--- config.mk ---
export PLATFORM = sky130hd
export DESIGN_NAME = dram_odt_device_flat
export DESIGN_NICKNAME = d
export VERILOG_FILES = /design/src/logic/odt_pkg.sv /design/src/logic/odt_link_if.sv /design/src/logic/dram_odt_device.sv /design/src/logic/term_delay_line.sv /design/src/flat_wrapper.sv
export VERILOG_INCLUDE_DIRS = /design/src /design/src/logic
export SDC_FILE = /design/constraint.sdc
export NUM_CORES = 1
export LEC_CHECK = 0
export BUFFER_PORTS_ARGS = -buffer_cell sky130_fd_sc_hd__buf_2
export CAP_MARGIN = 20
export CORE_MARGIN = 2
export CORE_UTILIZATION = 55
export CTS_CLUSTER_SIZE = 8
export DETAILED_ROUTE_END_ITERATION = 8
export GPL_TIMING_DRIVEN = 0
export PLACE_DENSITY_LB_ADDON = 0.08
export SLEW_MARGIN = 20
export SYNTH_ARGS = -nofsm -noshare
export SYNTH_HDL_FRONTEND = slang
export SYNTH_SLANG_ARGS = --single-unit
--- constraint.sdc ---
create_clock -name ref_clk -period 4.25 [get_ports ref_clk]
set_input_delay 0.2125 -clock ref_clk [delete_from_list [all_inputs] [get_ports ref_clk]]
set_output_delay 0.2125 -clock ref_clk [all_outputs]
set_load 0.01 [all_outputs]
--- src/logic/odt_cfg.svh ---
// Purpose: constants for the termination control link and both of its ends
// Assumes: sized literals; ref_clk period of 40 ns
// Notes: mode register fields, timing counts, register offsets
`ifndef ODT_CFG_SVH
`define ODT_CFG_SVH
`define MR1_DLL_DIS_BIT 0
`define MR1_RTT_B2 2
`define MR1_RTT_B6 6
`define MR1_RTT_B9 9
`define MR1_AL_LSB 3
`define MR1_TERMINATION_STROBE_BIT 11
`define MR2_CWL_LSB 3
`define MR2_WR_B9 9
`define MR2_WR_B10 10
`define MR0_CL_LSB 4
`define MR0_PD_FAST_BIT 12
`define CWL_BASE 5'h5
`define CL_BASE 5'h4
`define RELOCK_CK 4'ha
`define MIN_HIGH_SHORT 4'h4
`define MIN_HIGH_LONG 4'h6
`define BURST_CK_BL8 3'h4
`define BURST_CK_BC4 3'h2
`define READ_HOLD_CK 5'h8
`define REF_CLK_PS 40000
`define ASYNC_DLY_MIN_PS 2000
`define ASYNC_DLY_MAX_PS 8500
`define CK_HALF_CYC 2'h3
`define REG_CTRL 12'h000
`define REG_CMD 12'h004
`define REG_STATUS 12'h008
`endif

--- src/logic/odt_pkg.sv ---
// Purpose: shared types and the latency calculation
// Assumes: odt_cfg.svh field positions
// Notes: latency result never exceeds 20 cycles
`include "odt_cfg.svh"
package odt_pkg;
  typedef enum logic [3:0] {op_nop, op_mrs0, op_mrs1, op_mrs2, op_read, op_write_bl8,
    op_write_bc4, op_sr_enter, op_sr_exit, op_pd_enter, op_pd_exit} op_t;
  typedef enum logic [1:0] {ts_off, ts_nominal, ts_write} term_sel_t;
  typedef enum {dm_normal, dm_self_refresh, dm_pd_slow, dm_relock} dev_mode_t;

  function automatic logic [4:0] sync_latency(input logic [15:0] mr0, input logic [15:0] mr1,
      input logic [15:0] mr2);
    logic [4:0] cwl;
    logic [4:0] cl;
    logic [4:0] al;
    cwl = `CWL_BASE + {2'h0, mr2[`MR2_CWL_LSB +: 3]};
    cl = `CL_BASE + {2'h0, mr0[`MR0_CL_LSB +: 3]};
    unique case (mr1[`MR1_AL_LSB +: 2])
      2'h1: al = cl - 5'h1;
      2'h2: al = cl - 5'h2;
      default: al = 5'h0;
    endcase
    return cwl + al - 5'h2;
  endfunction
endpackage

--- src/logic/odt_link_if.sv ---
// Purpose: pins between memory controller and memory device
// Assumes: controller makes ck and changes all else at ck falling
// Notes: no two-way pins on this link
`timescale 1ns/1ps
`default_nettype none
interface odt_link_if;
  logic ck;
  logic cke;
  logic odt;
  logic reset_n;
  odt_pkg::op_t op;
  logic [15:0] arg;
  modport ctrl(output ck, output cke, output odt, output reset_n, output op, output arg);
  modport dram(input ck, input cke, input odt, input reset_n, input op, input arg);
endinterface
`default_nettype wire

--- src/logic/dram_odt_device.sv ---
// Purpose: termination control logic of the memory device
// Assumes: link pins come from another domain and pass two flip-flops
// Notes: dq_width 4, 8 or 16 selects the terminated pin set
`timescale 1ns/1ps
`default_nettype none
`include "odt_cfg.svh"
module dram_odt_device #(
  parameter int DQ_WIDTH = 8,
  parameter int MAX_LAT = 24,
  localparam int LANES = (DQ_WIDTH == 16) ? 2 : 1,
  localparam int BASE_PINS = DQ_WIDTH + 3 * LANES,
  localparam int NUM_PINS = BASE_PINS + ((DQ_WIDTH == 8) ? 2 : 0)
) (
  input wire logic ref_clk,
  input wire logic srst,
  odt_link_if.dram link,
  output logic [NUM_PINS-1:0] term_pins,
  output odt_pkg::term_sel_t term_sel,
  output logic [3:0] nominal_divisor,
  output logic [1:0] write_code,
  output logic async_mode,
  output logic illegal_code,
  output logic write_value_fault
);
  localparam int ASYNC_RAW = `ASYNC_DLY_MAX_PS / `REF_CLK_PS;
  localparam int ASYNC_CYC = (ASYNC_RAW < 1) ? 1 : ASYNC_RAW;

  if (DQ_WIDTH != 4 && DQ_WIDTH != 8 && DQ_WIDTH != 16) begin : bad_width
    $error("dram_odt_device supports widths 4, 8 and 16 only");
  end
  if (MAX_LAT < 21) begin : bad_lat
    $error("dram_odt_device needs a line of at least 21 stages");
  end
  if (ASYNC_CYC > 15) begin : bad_async
    $error("asynchronous delay counter too narrow");
  end

  // pin synchroniser: ck, cke, odt, reset_n, op, arg
  logic [23:0] pins_s1;
  logic [23:0] pins_s2;
  logic ck_prev;

  always_ff @(posedge ref_clk) begin
    if (srst) begin
      pins_s1 <= 24'h0;
      pins_s2 <= 24'h0;
      ck_prev <= 1'b0;
    end else begin
      pins_s1 <= {link.ck, link.cke, link.odt, link.reset_n, link.op, link.arg};
      pins_s2 <= pins_s1;
      ck_prev <= pins_s2[23];
    end
  end

  logic ck_rise;
  logic cke_lvl;
  logic odt_lvl;
  logic hard_rst;
  odt_pkg::op_t op;
  logic [15:0] arg;
  assign ck_rise = pins_s2[23] & ~ck_prev;
  assign cke_lvl = pins_s2[22];
  assign odt_lvl = pins_s2[21];
  assign hard_rst = srst | ~pins_s2[20];
  assign op = odt_pkg::op_t'(pins_s2[19:16]);
  assign arg = pins_s2[15:0];

  // mode registers
  logic [15:0] mr0;
  logic [15:0] mr1;
  logic [15:0] mr2;

  always_ff @(posedge ref_clk) begin
    if (hard_rst) begin
      mr0 <= 16'h0;
      mr1 <= 16'h0;
      mr2 <= 16'h0;
    end else if (ck_rise) begin
      if (op == odt_pkg::op_mrs0) begin
        mr0 <= arg;
      end
      if (op == odt_pkg::op_mrs1) begin
        mr1 <= arg;
      end
      if (op == odt_pkg::op_mrs2) begin
        mr2 <= arg;
      end
    end
  end

  logic [2:0] rtt_code;
  logic dll_off;
  logic nom_en;
  logic wr_en;
  logic [4:0] lat;
  assign rtt_code = {mr1[`MR1_RTT_B9], mr1[`MR1_RTT_B6], mr1[`MR1_RTT_B2]};
  assign dll_off = mr1[`MR1_DLL_DIS_BIT];
  assign nom_en = (rtt_code != 3'h0) && (rtt_code < 3'h6);
  assign wr_en = mr2[`MR2_WR_B9] | mr2[`MR2_WR_B10];
  assign lat = odt_pkg::sync_latency(mr0, mr1, mr2);

  // operating mode: synchronous or asynchronous timing
  odt_pkg::dev_mode_t mode;
  logic cke_q;
  logic [3:0] relock_cnt;

  always_ff @(posedge ref_clk) begin
    if (hard_rst) begin
      mode <= odt_pkg::dm_normal;
      cke_q <= 1'b1;
      relock_cnt <= 4'h0;
    end else if (ck_rise) begin
      cke_q <= cke_lvl;
      unique case (mode)
        odt_pkg::dm_normal: begin
          if (op == odt_pkg::op_sr_enter) begin
            mode <= odt_pkg::dm_self_refresh;
          end else if (cke_q && !cke_lvl && !mr0[`MR0_PD_FAST_BIT]) begin
            mode <= odt_pkg::dm_pd_slow;
          end
        end
        odt_pkg::dm_self_refresh: begin
          if (op == odt_pkg::op_sr_exit) begin
            mode <= odt_pkg::dm_normal;
          end
        end
        odt_pkg::dm_pd_slow: begin
          if (cke_lvl) begin
            mode <= odt_pkg::dm_relock;
            relock_cnt <= `RELOCK_CK;
          end
        end
        odt_pkg::dm_relock: begin
          relock_cnt <= relock_cnt - 4'h1;
          if (relock_cnt == 4'h1) begin
            mode <= odt_pkg::dm_normal;
          end
        end
      endcase
    end
  end

  logic async_now;
  assign async_now = (mode == odt_pkg::dm_pd_slow) || (mode == odt_pkg::dm_relock);

  // synchronous path: odt and write registration delayed by the latency
  logic [2:0] line_in;
  logic [2:0] line_out;
  assign line_in = {odt_lvl, op == odt_pkg::op_write_bl8, op == odt_pkg::op_write_bc4};

  term_delay_line #(.WIDTH(3), .DEPTH(MAX_LAT)) u_line (
    .ref_clk(ref_clk),
    .clear(hard_rst),
    .step(ck_rise),
    .din(line_in),
    .tap(lat),
    .dout(line_out)
  );

  // write burst window, opened when the delayed write arrives
  logic [2:0] burst_cnt;

  always_ff @(posedge ref_clk) begin
    if (hard_rst) begin
      burst_cnt <= 3'h0;
    end else if (ck_rise) begin
      if (line_out[1]) begin
        burst_cnt <= `BURST_CK_BL8;
      end else if (line_out[0]) begin
        burst_cnt <= `BURST_CK_BC4;
      end else if (burst_cnt != 3'h0) begin
        burst_cnt <= burst_cnt - 3'h1;
      end
    end
  end

  // asynchronous path: follows the pin after a fixed delay
  logic async_level;
  logic [3:0] async_cnt;

  always_ff @(posedge ref_clk) begin
    if (hard_rst) begin
      async_level <= 1'b0;
      async_cnt <= 4'h0;
    end else if (odt_lvl == async_level) begin
      async_cnt <= 4'h0;
    end else if (async_cnt == 4'(ASYNC_CYC - 1)) begin
      async_level <= odt_lvl;
      async_cnt <= 4'h0;
    end else begin
      async_cnt <= async_cnt + 4'h1;
    end
  end

  // termination selection
  logic odt_eff;
  logic allowed;
  odt_pkg::term_sel_t next_term_sel;
  assign odt_eff = async_now ? async_level : line_out[2];
  assign allowed = !dll_off && (mode != odt_pkg::dm_self_refresh);

  always_comb begin
    next_term_sel = odt_pkg::ts_off;
    if (allowed && odt_eff) begin
      if (wr_en && burst_cnt != 3'h0 && !async_now) begin
        next_term_sel = odt_pkg::ts_write;
      end else if (nom_en) begin
        next_term_sel = odt_pkg::ts_nominal;
      end
    end
  end

  always_ff @(posedge ref_clk) begin
    if (hard_rst) begin
      term_sel <= odt_pkg::ts_off;
    end else begin
      // same cycle as the pin set, one clock after the delayed odt arrives
      term_sel <= next_term_sel;
    end
  end

  // pin set: data, strobes, masks, optional termination strobe
  for (genvar i = 0; i < NUM_PINS; i++) begin : g_pin
    always_ff @(posedge ref_clk) begin
      if (hard_rst) begin
        term_pins[i] <= 1'b0;
      end else begin
        term_pins[i] <= (next_term_sel != odt_pkg::ts_off) &&
          (i < BASE_PINS || mr1[`MR1_TERMINATION_STROBE_BIT]);
      end
    end
  end

  // value decode and status flags
  always_ff @(posedge ref_clk) begin
    if (hard_rst) begin
      nominal_divisor <= 4'h0;
      write_code <= 2'h0;
      async_mode <= 1'b0;
      illegal_code <= 1'b0;
      write_value_fault <= 1'b0;
    end else begin
      unique case (rtt_code)
        3'h1: nominal_divisor <= 4'h4;
        3'h2: nominal_divisor <= 4'h2;
        3'h3: nominal_divisor <= 4'h6;
        3'h4: nominal_divisor <= 4'hc;
        3'h5: nominal_divisor <= 4'h8;
        default: nominal_divisor <= 4'h0;
      endcase
      write_code <= {mr2[`MR2_WR_B10], mr2[`MR2_WR_B9]};
      async_mode <= async_now;
      illegal_code <= (rtt_code >= 3'h6);
      if (next_term_sel == odt_pkg::ts_nominal && burst_cnt != 3'h0 &&
          (rtt_code == 3'h4 || rtt_code == 3'h5)) begin
        write_value_fault <= 1'b1;
      end
    end
  end
endmodule // dram_odt_device
`default_nettype wire

--- src/logic/term_delay_line.sv ---
// Purpose: ck-stepped shift line with a selectable tap
// Assumes: step is a one-cycle pulse per ck rising edge
// Notes: dout shows din from tap steps earlier
`timescale 1ns/1ps
`default_nettype none
module term_delay_line #(
  parameter int WIDTH = 3,
  parameter int DEPTH = 24
) (
  input wire logic ref_clk,
  input wire logic clear,
  input wire logic step,
  input wire logic [WIDTH-1:0] din,
  input wire logic [4:0] tap,
  output logic [WIDTH-1:0] dout
);
  logic [WIDTH-1:0] stage [DEPTH];

  if (DEPTH < 2 || DEPTH > 31) begin : bad_depth
    $error("term_delay_line depth out of range");
  end

  for (genvar i = 0; i < DEPTH; i++) begin : g_stage
    always_ff @(posedge ref_clk) begin
      if (clear) begin
        stage[i] <= '0;
      end else if (step) begin
        stage[i] <= (i == 0) ? din : stage[(i == 0) ? 0 : i - 1];
      end
    end
  end

  always_ff @(posedge ref_clk) begin
    if (clear) begin
      dout <= '0;
    end else if (step) begin
      dout <= (tap == 5'h0) ? din : stage[tap - 5'h1];
    end
  end
endmodule // term_delay_line
`default_nettype wire

--- src/flat_wrapper.sv ---
// flat-port wrapper written by rule: the top's interface ports become plain ports
module dram_odt_device_flat 
#(
  parameter int DQ_WIDTH = 8,
  parameter int MAX_LAT = 24,
  localparam int LANES = (DQ_WIDTH == 16) ? 2 : 1,
  localparam int BASE_PINS = DQ_WIDTH + 3 * LANES,
  localparam int NUM_PINS = BASE_PINS + ((DQ_WIDTH == 8) ? 2 : 0)
)
  (ref_clk, srst, term_pins, term_sel, nominal_divisor, write_code, async_mode, illegal_code, write_value_fault, link_ck, link_cke, link_odt, link_reset_n, link_op, link_arg);
  odt_link_if link_i ();
  input wire logic ref_clk;
  input wire logic srst;
  output logic [NUM_PINS-1:0] term_pins;
  output odt_pkg::term_sel_t term_sel;
  output logic [3:0] nominal_divisor;
  output logic [1:0] write_code;
  output logic async_mode;
  output logic illegal_code;
  output logic write_value_fault;
  input wire logic [$bits(link_i.ck)-1:0] link_ck;
  input wire logic [$bits(link_i.cke)-1:0] link_cke;
  input wire logic [$bits(link_i.odt)-1:0] link_odt;
  input wire logic [$bits(link_i.reset_n)-1:0] link_reset_n;
  input wire logic [$bits(link_i.op)-1:0] link_op;
  input wire logic [$bits(link_i.arg)-1:0] link_arg;
  assign link_i.ck = link_ck;
  assign link_i.cke = link_cke;
  assign link_i.odt = link_odt;
  assign link_i.reset_n = link_reset_n;
  assign link_i.op = link_op;
  assign link_i.arg = link_arg;
  dram_odt_device #(.DQ_WIDTH(DQ_WIDTH), .MAX_LAT(MAX_LAT)) u_core (.ref_clk(ref_clk), .srst(srst), .link(link_i), .term_pins(term_pins), .term_sel(term_sel), .nominal_divisor(nominal_divisor), .write_code(write_code), .async_mode(async_mode), .illegal_code(illegal_code), .write_value_fault(write_value_fault));
endmodule
==> out/metrics.cfg <==
[place]
gp_congestion=0.792
portBuffers=42
hpwl_mm=8.12

[global_routing]
antenna_found_initial=0
grt_pass1_wl_mm=19.9
grt_overflow=0
grt_pass1_vias=4056
grt_usage=0.198
grt_max_degree=48

[synth]
synth_ff_type=dfxtp_1
muxShareOfSynthArea=0.108
yosysTopAreaCellShare=0.320
synthCells=553
synth_edf_count=72
syn-cell-area_sq_um=6750
yosys.area_share.xor_xnor=0.0191
yosysSeqAreaShare=0.566
synthMostInstantiatedCell=dfxtp_1
synth_top_area_cell=edfxtp_1
avgSynthCellArea_sq_um=12.2
yosysUniqueCellTypes=49
syn_nets=604
synth_area_leaders=edfxtp_1 (32%), dfxtp_1 (25%), and2_1 (7.2%)
synth-seq-cells=155
yosys_warnings=0
synth-simple-area-share=0.172
synth_common_cells=dfxtp_1 (83), and2_1 (78), edfxtp_1 (72)
synth_top_family_by_area=simple AND/OR/NAND/NOR gates
synth_compound_area_frac=0.0424
async_flop_share=0
synth-adder-area-share=0.0474

[hold_path]
min_path_cells=2
hold_path_class=input pin to register
hp-start=link_op[1]

[sta]
slew_headroom=0.583
drv_slew=0
rsz0062_at_grt=false
finClkSkew_ns=0.00630
timing.fmax_ghz=0.259
setup_viol=0
period_share=0.907
hold_violations=0
setup_tns_ns=0
period_needed_ns=3.85
tightest_slew_ns=0.621

[power]
power_density_nw_per_um2=396
combPwrFrac=0.022
finalPower_mw=3.10
power_switching_share=0.195
p_switching_mw=0.605
clkPwrFrac=0.461
p_int_mw=2.49
leakage_nw=3.26
seqPwrFrac=0.517
ir_drop_mv=0.268

[setup_path]
crit_start=u_core.mr0[4]
required_ns=4.55
cp-start-kind=register
critPathKind=register to register
rr_worst_depth=16
arrival_ns=4.15
r2r_setup_slack_ns=0.40
r2r-start=u_core.mr0[4]
path_max_fanout=10
endpoint_kind=register

[clocking]
clock-sinks=155
cts_tree=done
clock_tree.root_cell=clkbuf_16
htree_levels=4
numCtsBuffers=17
clk_latency_ns=0.42
clkTransAtPathRegs_ns=0.06
postCtsSetupRepairBufs=0
clock_path_buffers=2

[drt]
antenna_left=0
totalWireLength_mm=12.0
drtIter0Drc=203
vias_per_cell=5.21
drtPass1Iterations=4
num_vias=4077
drc=0
post_drt_wl_per_cell_um=15.3

[die]
rows=40
dieArea_sq_um=13200
fp.dieH_um=115
core_area_sq_um=12000
initial_core_util=0.562
die_w_um=115
io_pins=50

[run]
max_cap_viol_count=0

[cells_and_area]
area_delta_synth_final_pct=15.9
antennaDiodeCount=0
nNetsFinal=675
drive_gt1_frac=0.182

[outcome]
status=complete, no violations

[worst max-delay path, cell delays in order, from the launching register on]
cell	delay, ns
dfxtp_1	0.41
inv_1	0.06
ha_1	0.29
o22ai_1	0.16
nand2b_1	0.09
ha_1	0.27
inv_1	0.04
ha_1	0.29
inv_1	0.05
ha_1	0.26
buf_2	0.24
buf_2	0.34
mux4_2	0.36
mux2i_1	0.34
nor2_1	0.07
a2111oi_0	0.38
nor3_1	0.08
[path summary, 6_finish.rpt]
path                                         endpoint
worst max-delay path            u_core.u_line.dout[2]
worst max register to register  u_core.u_line.dout[2]
worst min register to register     u_core.pins_s2[20]
worst min-delay path               u_core.pins_s1[17]
[final cells by class]
type,instances,area (sq um)
Multi-Input combinational cell,333,2630
Timing Repair Buffer,52,320
Fill cell,953,4180
Clock buffer,26,542
Inverter,26,100
Sequential cell,155,3820
Tap cell,147,184
Clock inverter,5,27.5
Buffer,39,199
[through the flow]
step	hold slack (ns)	worst slack [ns]	util	cell area, sq um	instances
6_report	0.0109	0.396	0.652	7830	783
5_1_grt	0.00797	0.0252	0.652	7830	783
4_1_cts	0.00000108	0.329	0.652	7830	783
3_5_place_dp	0.423	0.339	0.597	7170	743
3_3_place_gp	0.417	0.357	0.595	7150	742
2_1_floorplan	0.341	0.914	-	6750	553
[power groups by stage]
stage	clock (mW)	sequential [mW]	combinational (mW)
after CTS	1.46	1.60	0.0700
after floorplan	0	1.63	0.0412
final	1.43	1.60	0.0691
after global placement	0	1.63	0.0603
after global routing	1.52	1.60	0.0764
after detailed placement	0	1.63	0.0634
[flip-flops by register name, indices dropped and copies added, names as in the netlist, 2 cells and up]
register,count
u_core.term_sel,2
u_core.burst_cnt,3
u_core.mr0,4
u_core.mode,2
u_core.pins_s1,18
u_core.mr1,7
u_core.relock_cnt,4
u_core.u_line.stage,72
u_core.nominal_divisor,3
u_core.write_code,2
u_core.pins_s2,18
u_core.term_pins,2
u_core.async_cnt,4
u_core.u_line.dout,3
u_core.mr2,5
[what timing repair did]
action                                 4_1_cts  5_1_grt
hold buffers                                 9        0
endpoints found under the hold margin        9        0
gates resized for setup                      0        0
[kinds of logic (layout without fill, tap and decap cells)]
| logic type | count (synthesis) | after routing |
|---|---|---|
| adder cells (fa/ha/maj) | 25 | 25 |
| multiplexers | 50 | 50 |
| buffers and inverters | 65 | 148 |
| AO/OA/AOI/OAI | 45 | 45 |
| flip-flops | 155 | 155 |
| XOR/XNOR | 11 | 11 |
| other | 1 | 1 |
| AND/OR/NAND/NOR | 201 | 201 |
[layer usage]
metal	global-route usage	up-vias	routed length, um
met2	0.308	57	5630
li1	-	2050	-
met1	0.271	1956	5780
met4	0.0731	0	182
met5	0	-	0
met3	0.0538	14	383
[cell usage in the layout (no fill, tap or decap), types with 3 or more instances in the layout]
cell           netlist  routed
clkbuf_1            23      24
buf_4               13      13
mux2i_1             28      28
nor2b_1             41      41
nand2_1             13      13
nand2b_1             5       5
dlygate4sd3_1        0       9
nand3_1              4       4
clkbuf_8             0       6
nor4b_1              3       3
nor3b_1              5       5
xor2_1               5       5
dfxtp_1             83      83
edfxtp_1            72      72
inv_4                0       3
inv_1               26      25
nor3_1               8       8
mux4_2              18      18
mux2_2               4       4
ha_1                24      24
nor2_1              30      30
clkinv_2             0       3
a211oi_1             3       3
clkbuf_16            0      18
a31oi_1              3       3
buf_2                3      45
and2_1              78      78
xnor2_1              4       4
a21oi_1             11      11
o21ai_0             14      14
(Power assumes the default switching activity.)
